==> config.mk <==
export PLATFORM = sky130hd
export DESIGN_NAME = acc_core
export DESIGN_NICKNAME = d
export VERILOG_FILES = /design/src/acc_pkg.sv /design/src/acc_core.sv
export SDC_FILE = /design/constraint.sdc
export NUM_CORES = 1
export LEC_CHECK = 0
export ABC_AREA = 1
export CAP_MARGIN = 20
export CORE_MARGIN = 5
export CORE_UTILIZATION = 30
export CTS_CLUSTER_SIZE = 25
export DETAILED_ROUTE_END_ITERATION = 16
export DONT_BUFFER_PORTS = 1
export GPL_ROUTABILITY_DRIVEN = 0
export SLEW_MARGIN = 5
export SYNTH_ARGS = -nofsm -noshare
export SYNTH_HDL_FRONTEND = slang
export SYNTH_SLANG_ARGS = --single-unit
==> constraint.sdc <==
create_clock -name clk -period 1.2 [get_ports clk]
set_clock_uncertainty 0.05 [all_clocks]
set_input_delay 0.06 -clock clk [delete_from_list [all_inputs] [get_ports clk]]
set_output_delay 0.06 -clock clk [all_outputs]
set_load 0.02 [all_outputs]
==> src/acc_pkg.sv <==
// package for the comparator control block
package acc_pkg;
    // register offset of the control word (byte address)
    localparam logic [7:0] ACC_CTRL_OFS = 8'h00;
    localparam int ACC_ON_BIT = 15;
    localparam int ACC_OE_BIT = 14;
    localparam int ACC_POL_BIT = 13;
    localparam int ACC_LIVE_BIT = 8;
    localparam int ACC_EDGE_LSB = 6;
    localparam int ACC_PLUS_BIT = 4;
    localparam int ACC_MINUS_LSB = 0;
    // reset values
    localparam logic [1:0] ACC_EDGE_RST = 2'h3;
    localparam logic [1:0] ACC_MINUS_RST = 2'h3;

    typedef enum logic [1:0] {
        ACC_EDGE_NONE = 2'b00,
        ACC_EDGE_RISE = 2'b01,
        ACC_EDGE_FALL = 2'b10,
        ACC_EDGE_BOTH = 2'b11
    } acc_edge_e;

    typedef enum logic [1:0] {
        ACC_MINUS_B = 2'b00,
        ACC_MINUS_C = 2'b01,
        ACC_MINUS_D = 2'b10,
        ACC_MINUS_BANDGAP = 2'b11
    } acc_minus_e;

    typedef struct packed {
        logic enable;
        logic result_pin_drive_enable;
        logic result_invert;
        acc_edge_e event_edge_select;
        logic plus_input_select;
        acc_minus_e minus_input_select;
    } acc_ctrl_s;

    typedef struct packed {
        acc_ctrl_s ctrl;
        logic sync1;
        logic sync2;
        logic prev;
        logic event_pulse;
        logic [31:0] rdata;
    } acc_state_s;
endpackage

==> src/acc_core.sv <==
// comparator control register, pin and event logic
module acc_core
    import acc_pkg::*;
(
    input wire logic clk,
    input wire logic resetn,
    input wire logic [7:0] addr,
    input wire logic [31:0] wdata,
    input wire logic wr_en,
    input wire logic rd_en,
    output logic [31:0] rdata,
    input wire logic comparator_raw,
    output logic comparator_enable,
    output logic plus_input_select,
    output acc_minus_e minus_input_select,
    output logic result_output_pin,
    output logic result_output_pin_oe,
    output logic event_pulse
);
    acc_state_s state_reg;
    acc_state_s state_next;
    logic polar;
    logic write_hit;
    logic read_hit;
    logic event_now;
    logic enable_next;
    logic drive_next;
    logic invert_next;
    logic [1:0] edge_next;
    logic plus_next;
    logic [1:0] minus_next;
    logic [31:0] enable_word;
    logic [31:0] drive_word;
    logic [31:0] invert_word;
    logic [31:0] live_word;
    logic [31:0] edge_word;
    logic [31:0] plus_word;
    logic [31:0] minus_word;
    logic [31:0] read_word;

    // only the control word is mapped
    acc_reg_decode acc_reg_decode_i (
        .addr(addr),
        .wr_en(wr_en),
        .rd_en(rd_en),
        .write_hit(write_hit),
        .read_hit(read_hit)
    );

    // synchronised result after optional inversion
    acc_polarity acc_polarity_i (
        .synced(state_reg.sync2),
        .invert(state_reg.ctrl.result_invert),
        .polar(polar)
    );

    // next field values; other bits of a write are dropped
    acc_field_update #(.LSB(ACC_ON_BIT), .WIDTH(1)) enable_update_i (
        .wdata(wdata),
        .write_hit(write_hit),
        .current(state_reg.ctrl.enable),
        .updated(enable_next)
    );

    acc_field_update #(.LSB(ACC_OE_BIT), .WIDTH(1)) drive_update_i (
        .wdata(wdata),
        .write_hit(write_hit),
        .current(state_reg.ctrl.result_pin_drive_enable),
        .updated(drive_next)
    );

    acc_field_update #(.LSB(ACC_POL_BIT), .WIDTH(1)) invert_update_i (
        .wdata(wdata),
        .write_hit(write_hit),
        .current(state_reg.ctrl.result_invert),
        .updated(invert_next)
    );

    acc_field_update #(.LSB(ACC_EDGE_LSB), .WIDTH(2)) edge_update_i (
        .wdata(wdata),
        .write_hit(write_hit),
        .current(state_reg.ctrl.event_edge_select),
        .updated(edge_next)
    );

    acc_field_update #(.LSB(ACC_PLUS_BIT), .WIDTH(1)) plus_update_i (
        .wdata(wdata),
        .write_hit(write_hit),
        .current(state_reg.ctrl.plus_input_select),
        .updated(plus_next)
    );

    acc_field_update #(.LSB(ACC_MINUS_LSB), .WIDTH(2)) minus_update_i (
        .wdata(wdata),
        .write_hit(write_hit),
        .current(state_reg.ctrl.minus_input_select),
        .updated(minus_next)
    );

    // each field in its place in the read word
    acc_field_place #(.LSB(ACC_ON_BIT), .WIDTH(1)) enable_place_i (
        .value(state_reg.ctrl.enable),
        .word(enable_word)
    );

    acc_field_place #(.LSB(ACC_OE_BIT), .WIDTH(1)) drive_place_i (
        .value(state_reg.ctrl.result_pin_drive_enable),
        .word(drive_word)
    );

    acc_field_place #(.LSB(ACC_POL_BIT), .WIDTH(1)) invert_place_i (
        .value(state_reg.ctrl.result_invert),
        .word(invert_word)
    );

    acc_field_place #(.LSB(ACC_LIVE_BIT), .WIDTH(1)) live_place_i (
        .value(polar),
        .word(live_word)
    );

    acc_field_place #(.LSB(ACC_EDGE_LSB), .WIDTH(2)) edge_place_i (
        .value(state_reg.ctrl.event_edge_select),
        .word(edge_word)
    );

    acc_field_place #(.LSB(ACC_PLUS_BIT), .WIDTH(1)) plus_place_i (
        .value(state_reg.ctrl.plus_input_select),
        .word(plus_word)
    );

    acc_field_place #(.LSB(ACC_MINUS_LSB), .WIDTH(2)) minus_place_i (
        .value(state_reg.ctrl.minus_input_select),
        .word(minus_word)
    );

    // event decision on the inverted or plain result
    acc_edge_event acc_edge_event_i (
        .enable(state_reg.ctrl.enable),
        .edge_select(state_reg.ctrl.event_edge_select),
        .polar_now(polar),
        .polar_before(state_reg.prev),
        .pulse(event_now)
    );

    // unmapped bits stay zero in the merged word
    acc_read_merge acc_read_merge_i (
        .read_hit(read_hit),
        .enable_word(enable_word),
        .drive_word(drive_word),
        .invert_word(invert_word),
        .live_word(live_word),
        .edge_word(edge_word),
        .plus_word(plus_word),
        .minus_word(minus_word),
        .read_word(read_word)
    );

    always_comb begin
        state_next = state_reg;
        state_next.sync1 = comparator_raw;
        state_next.sync2 = state_reg.sync1;
        state_next.prev = polar;
        state_next.event_pulse = event_now;
        state_next.ctrl.enable = enable_next;
        state_next.ctrl.result_pin_drive_enable = drive_next;
        state_next.ctrl.result_invert = invert_next;
        state_next.ctrl.event_edge_select = acc_edge_e'(edge_next);
        state_next.ctrl.plus_input_select = plus_next;
        state_next.ctrl.minus_input_select = acc_minus_e'(minus_next);
        state_next.rdata = read_word;
    end

    always_ff @(posedge clk) begin
        if (!resetn) begin
            state_reg <= '0;
            state_reg.ctrl.event_edge_select <= acc_edge_e'(ACC_EDGE_RST);
            state_reg.ctrl.minus_input_select <= acc_minus_e'(ACC_MINUS_RST);
        end else begin
            state_reg <= state_next;
        end
    end

    assign rdata = state_reg.rdata;
    assign comparator_enable = state_reg.ctrl.enable;
    assign plus_input_select = state_reg.ctrl.plus_input_select;
    assign minus_input_select = state_reg.ctrl.minus_input_select;
    assign result_output_pin = state_reg.prev;
    assign result_output_pin_oe = state_reg.ctrl.result_pin_drive_enable;
    assign event_pulse = state_reg.event_pulse;
endmodule

// one control field: next value from a register write
module acc_field_update
    import acc_pkg::*;
#(
    parameter int LSB = 0,
    parameter int WIDTH = 1
)
(
    input wire logic [31:0] wdata,
    input wire logic write_hit,
    input wire logic [WIDTH-1:0] current,
    output logic [WIDTH-1:0] updated
);
    always_comb begin
        updated = current;
        if (write_hit) begin
            updated = wdata[LSB +: WIDTH];
        end
    end
endmodule

// one control field: its place in the read word
module acc_field_place
    import acc_pkg::*;
#(
    parameter int LSB = 0,
    parameter int WIDTH = 1
)
(
    input wire logic [WIDTH-1:0] value,
    output logic [31:0] word
);
    always_comb begin
        word = 32'h00000000;
        word[LSB +: WIDTH] = value;
    end
endmodule

// event pulse from the chosen edge of the result
module acc_edge_event
    import acc_pkg::*;
(
    input wire logic enable,
    input wire acc_edge_e edge_select,
    input wire logic polar_now,
    input wire logic polar_before,
    output logic pulse
);
    logic rising;
    logic falling;

    always_comb begin
        rising = polar_now & ~polar_before;
        falling = ~polar_now & polar_before;
        pulse = 1'h0;
        if (enable) begin
            unique case (edge_select)
                ACC_EDGE_NONE: pulse = 1'h0;
                ACC_EDGE_RISE: pulse = rising;
                ACC_EDGE_FALL: pulse = falling;
                ACC_EDGE_BOTH: pulse = rising | falling;
            endcase
        end
    end
endmodule

// register strobes against the one mapped offset
module acc_reg_decode
    import acc_pkg::*;
(
    input wire logic [7:0] addr,
    input wire logic wr_en,
    input wire logic rd_en,
    output logic write_hit,
    output logic read_hit
);
    always_comb begin
        write_hit = wr_en && (addr == ACC_CTRL_OFS);
        read_hit = rd_en && (addr == ACC_CTRL_OFS);
    end
endmodule

// optional inversion of the synchronised result
module acc_polarity
    import acc_pkg::*;
(
    input wire logic synced,
    input wire logic invert,
    output logic polar
);
    always_comb begin
        polar = synced ^ invert;
    end
endmodule

// read word: fields merged, zero outside a read
module acc_read_merge
    import acc_pkg::*;
(
    input wire logic read_hit,
    input wire logic [31:0] enable_word,
    input wire logic [31:0] drive_word,
    input wire logic [31:0] invert_word,
    input wire logic [31:0] live_word,
    input wire logic [31:0] edge_word,
    input wire logic [31:0] plus_word,
    input wire logic [31:0] minus_word,
    output logic [31:0] read_word
);
    always_comb begin
        read_word = 32'h00000000;
        if (read_hit) begin
            read_word = enable_word | drive_word | invert_word | live_word | edge_word
                | plus_word | minus_word;
        end
    end
endmodule

# --- Yosys cells after proc, flatten, opt, wreduce, memory -nomap -nowiden ---
# Index checks and enable logic that the tools add are counted.
totals:
  register_bits: 44
  latch_bits: 0
  ramBits: 0
  mem_bits_ro: 0
  input_bits: 45
  out_inout_bits: 39
  elab_cells: 33
  mem_count: 0
classes:
  n_addsub: 0
  multipliers: 0
  n_div: 0
  n_lt_le_gt_ge: 0
  eq_ne: 3
  shift: 0
  n_mux: 1
  bitwise_logic: 12
  reduce_logical: 6
op_table:
  columns: ["op", "count"]
  rows:
  - ["$or A32 B14 Y32", 1]
  - ["$or A32 B2 Y32", 1]
  - ["$or A32 B5 Y32", 1]
  - ["$or A32 B8 Y32", 1]
  - ["$or A32 B9 Y32", 1]
  - ["$or A16 B15 Y16", 1]
  - ["$logic_not A8 Y1", 1]
  - ["$eq A2 B2 Y1 const B", 2]
  - ["$pmux W1 S4", 1]
  - ["$reduce_and A2 Y1", 2]
  - ["$and A1 B1 Y1", 2]
  - ["$eq A2 B1 Y1 const B", 1]
  - ["$logic_and A1 B1 Y1", 2]
  - ["$logic_not A2 Y1", 1]
  - ["$not A1 Y1", 2]
  - ["$or A1 B1 Y1", 1]
  - ["$xor A1 B1 Y1", 1]

# --- Longest topological paths before layout ---
logic_depth:
  ltp_word: 6
  ltp_mapped: 7
  mapped_depth_nobuf: 7

# --- By module ---
# A second synthesis with hierarchy kept.
hier_totals:
  hier_cells: 722
  hier_area_um2: 4514.3
by_module_without_submodules:
  columns: ["mod", "n_inst", "cells_per_inst", "area_per_inst_um2", "seq_area_each_um2"]
  rows:
  - ["acc_field_place", 7, 33, 244.0, 0.0]
  - ["acc_core", 1, 171, 1557.7, 880.8]
  - ["acc_read_merge", 1, 260, 1003.5, 0.0]
  - ["acc_edge_event", 1, 15, 73.8, 0.0]
  - ["acc_field_update at drive_update_i ...", 4, 4, 15.0, 0.0]
  - ["acc_field_update at edge_update_i ...", 2, 7, 26.3, 0.0]
  - ["acc_reg_decode", 1, 10, 40.0, 0.0]
  - ["acc_polarity", 1, 5, 18.8, 0.0]

# --- Worst setup path before layout ---
# OpenSTA, ideal clock, no wires.
synth_timing:
  path_type: "register -> register"
  start: "register state_reg[41] (netlist name)"
  end: "register state_reg (netlist bit event_pulse)"
  setup_time_ps: 70
  arrival_time_ps: 1142
  required_ps: 1080
  path_slack_ps: -62
  stages_incl_launch_ff: 7
  period_less_slack_ps: 1262
  cell_sequence: "dfxtp_1 xnor2_1 inv_1 ha_1 nand3_1 nand4_1 a21oi_1"
synth_between:
  elab_chain_cells: 5
synth_rtl:
  columns: ["element", "line", "text"]
  rows:
  - ["from (decl)", "acc_core.sv:20", "acc_state_s state_reg;"]
  - ["from (signal assigned)", "acc_core.sv:179", "state_reg <= state_next;"]
  - ["$xor A1 B1 Y1 *", "acc_core.sv:283", "polar = synced ^ invert;"]
  - ["$not A1 Y1", "acc_core.sv:245", "falling = ~polar_now & polar_before;"]
  - ["$and A1 B1 Y1", "acc_core.sv:245", null]
  - ["$or A1 B1 Y1", "acc_core.sv:252", "ACC_EDGE_BOTH: pulse = rising | falling;"]
  - ["$pmux W1 S4 *", "acc_core.sv:248", "unique case (edge_select)"]
# Mark *: on every way between the ends. The rest lies on a longest branch, timed or not.
# A chain may end at the register's enable or synchronous reset.

# --- Worst setup path in the final report ---
# Ends and elaborated chain as after synthesis.

==> metrics.txt <==
status=finished, violations left; failing checks=hold timing, setup timing; grt met2 use=between 10% and 20%; Ports=between 80 and 90; htree depth=1; VDD IR max=0.356 mV; min cycle time layout=~1.2 ns; CTS root buf=clkbuf_4; critical setup path kind=reg -> reg; share of layout cells above drive strength 1=14.8%; sw frac=25.1%; Final Max Tran Viols=0; Comb power frac=a little over a tenth; RSZ-0062 raised after global routing=yes; Tcrit/Tclk final=102%; Vias per Instance=around 3.9; DRC=0; final setup margin=-0.0277 ns; met1 Usage GRT=8.38%; library cells used by synthesis=16; Worst Path Max Fanout=3; max_cap viols=0; FMAX=between 0.8 and 0.9 GHz; drt total wl=roughly 2000 um; Clock Power Share=28.3%; ANT nets after route=0; max reg flops=9; initial antenna violation count=0; drt wl/cell=10.6 um; Power Density=1050 nW/um2; Num CTS Buffers=3; CTS tree=yes; Power Internal=between 0.8 and 0.9 mW; Area Overhead vs Synth=16.2%; Clock Path Buffers=2; R2R cell count=7; CTS clk-pin slew, worst paths=approximately 0.11 ns; synthesized area per cell=7.79 um2; drt first pass iters=3; ant diodes=0; WHS Path Cells=1; Final Util=around 36%; commonest non-fill, non-tap cell in the layout=conb_1; Nets=between 150 and 200; Mapped Cells=approximately 120; first-pass GRT wire length=2870 um; Tightest Hold Check Type=in -> reg; CTS sink count=21; Worst Path Arrival=~1.4 ns; net switching power figure=0.291 mW; gr usage total=about 8.5%; CP required=about 1.4 ns; Final setup viols=1; most frequent cells in the layout=23 x conb_1, 18 x dfxtp_1, 17 x nor2_1, 17 x inv_1, 16 x nand2_1; Core ar.=3050 um2; sequential share of the synthesized area=approximately 44%; die width=66.3 um; Ys Warns=0; Clk Latency, worst-skew pair=0.29 ns; global route hottest layer=met2; part of the power in registers=60.8%; Port Buffers=0; Critical Path End Type=flip-flop; FF+latch count, synth=21; # rows=20; Fin Hold WS=-0.209 ns; Initial DRC Count=between 40 and 50; post-synth design cell area=951 um2; largest net degree at the start of global routing=14; Total Power=1.16 mW; M3 GR Usage=3.57%; Detail Placement HPWL=approximately 1500 um; Die Y=66.3 um; Initial Util=a little under a third; Overflow after GRT=0; Startpoint Class=flip-flop; Leak=about 0.56 nW; vias=between 700 and 800; final hold violation count=13; vias in the first global route=roughly 660; die area=4400 um2
power groups by stage:
stage | Clock [mW] | Sequential [mW] | Combinational (mW)
detailed placement | 0 | 0.721 | 0.0934
floorplan | 0 | 0.722 | 0.152
CTS | 0.340 | 0.705 | 0.114
finish | 0.327 | 0.705 | 0.126
global route | 0.381 | 0.706 | 0.137
global placement | 0 | 0.720 | 0.0922
Yosys cell counts (all sizes together):
library cell	number	area (um2)
a21oi	5	25.0
buf	25	189
clkbuf	1	7.51
conb	1	3.75
dfxtp	21	420
ha	1	12.5
inv	17	63.8
nand2	16	60.1
nand3	14	75.1
nand4	1	6.26
nor2	19	78.8
xnor2	1	8.76
path summary, 6_finish.rpt:
path / start / endpoint / slack (ns)
worst max register to register: state_reg[41]$_SDFFE_PN0P_ / event_pulse$_SDFF_PN0_ / -0.03
worst min register to register: comparator_enable$_SDFFE_PN0P_ / rdata[15]$_SDFF_PN0_ / 0.43
worst min-delay path: resetn / state_reg[40]$_SDFFE_PN1P_ / -0.21
worst max-delay path: state_reg[41]$_SDFFE_PN0P_ / event_pulse$_SDFF_PN0_ / -0.03
metrics by stage:
step	std cells	hold WS, ns	area [um2]	worst slack (ns)	TNS (ns)
CTS	181	-0.214	1060	-0.0369	-0.0369
floorplan	144	0.108	1040	0.00757	0
global placement	167	0.0986	937	0.00132	0
detailed placement	167	0.0996	937	-0.0303	-0.0303
finish	186	-0.209	1100	-0.0277	-0.0277
global route	186	-0.226	1100	-0.0758	-0.110
layout make-up:
type                       count  area [um2]
timing repair buffer          20         173
fill                         353        1950
clock buffer                   4        26.3
sequential                    21         424
tap                           44        55.1
inverter                      17        63.8
multi-input combinational     80         363
critical path: stages, from the launching register on:
cell,delay [ns]
dfxtp_2,0.35
xnor2_2,0.13
buf_4,0.13
buf_4,0.12
buf_4,0.12
buf_4,0.13
nand2_1,0.05
a21oi_1,0.05
per-layer routing:
| layer | wire length [um] | up-vias | share of wire [%] |
|---|---|---|---|
| met3 | 210 | 0 | 11 |
| met1 | 740 | 335 | 38 |
| met2 | 1010 | 28 | 52 |
| met5 | 0 | - | 0 |
| met4 | 0 | 0 | 0 |
| li1 | - | 363 | - |
timing repair:
item / CTS / global route
resized for setup: 2 / 2
hold buffers: 8 / 2
pin swaps: 2 / 2
endpoints found under the hold margin: 21 / 18
endpoints found under the setup margin: 1 / 2
setup buffers: 2 / 4
kinds of logic after synthesis:
group                      count (synthesis)  share of synthesized area (%)
adders and majority gates                  1                           1.32
AOI/OAI and AO/OA                          5                           2.63
other                                      1                          0.394
buffers and inverters                     43                           27.4
xor gates and xnor gates                   1                          0.921
DFF                                       21                           44.2
and+or+nand+nor                           50                           23.2
(Power assumes the default switching activity.)
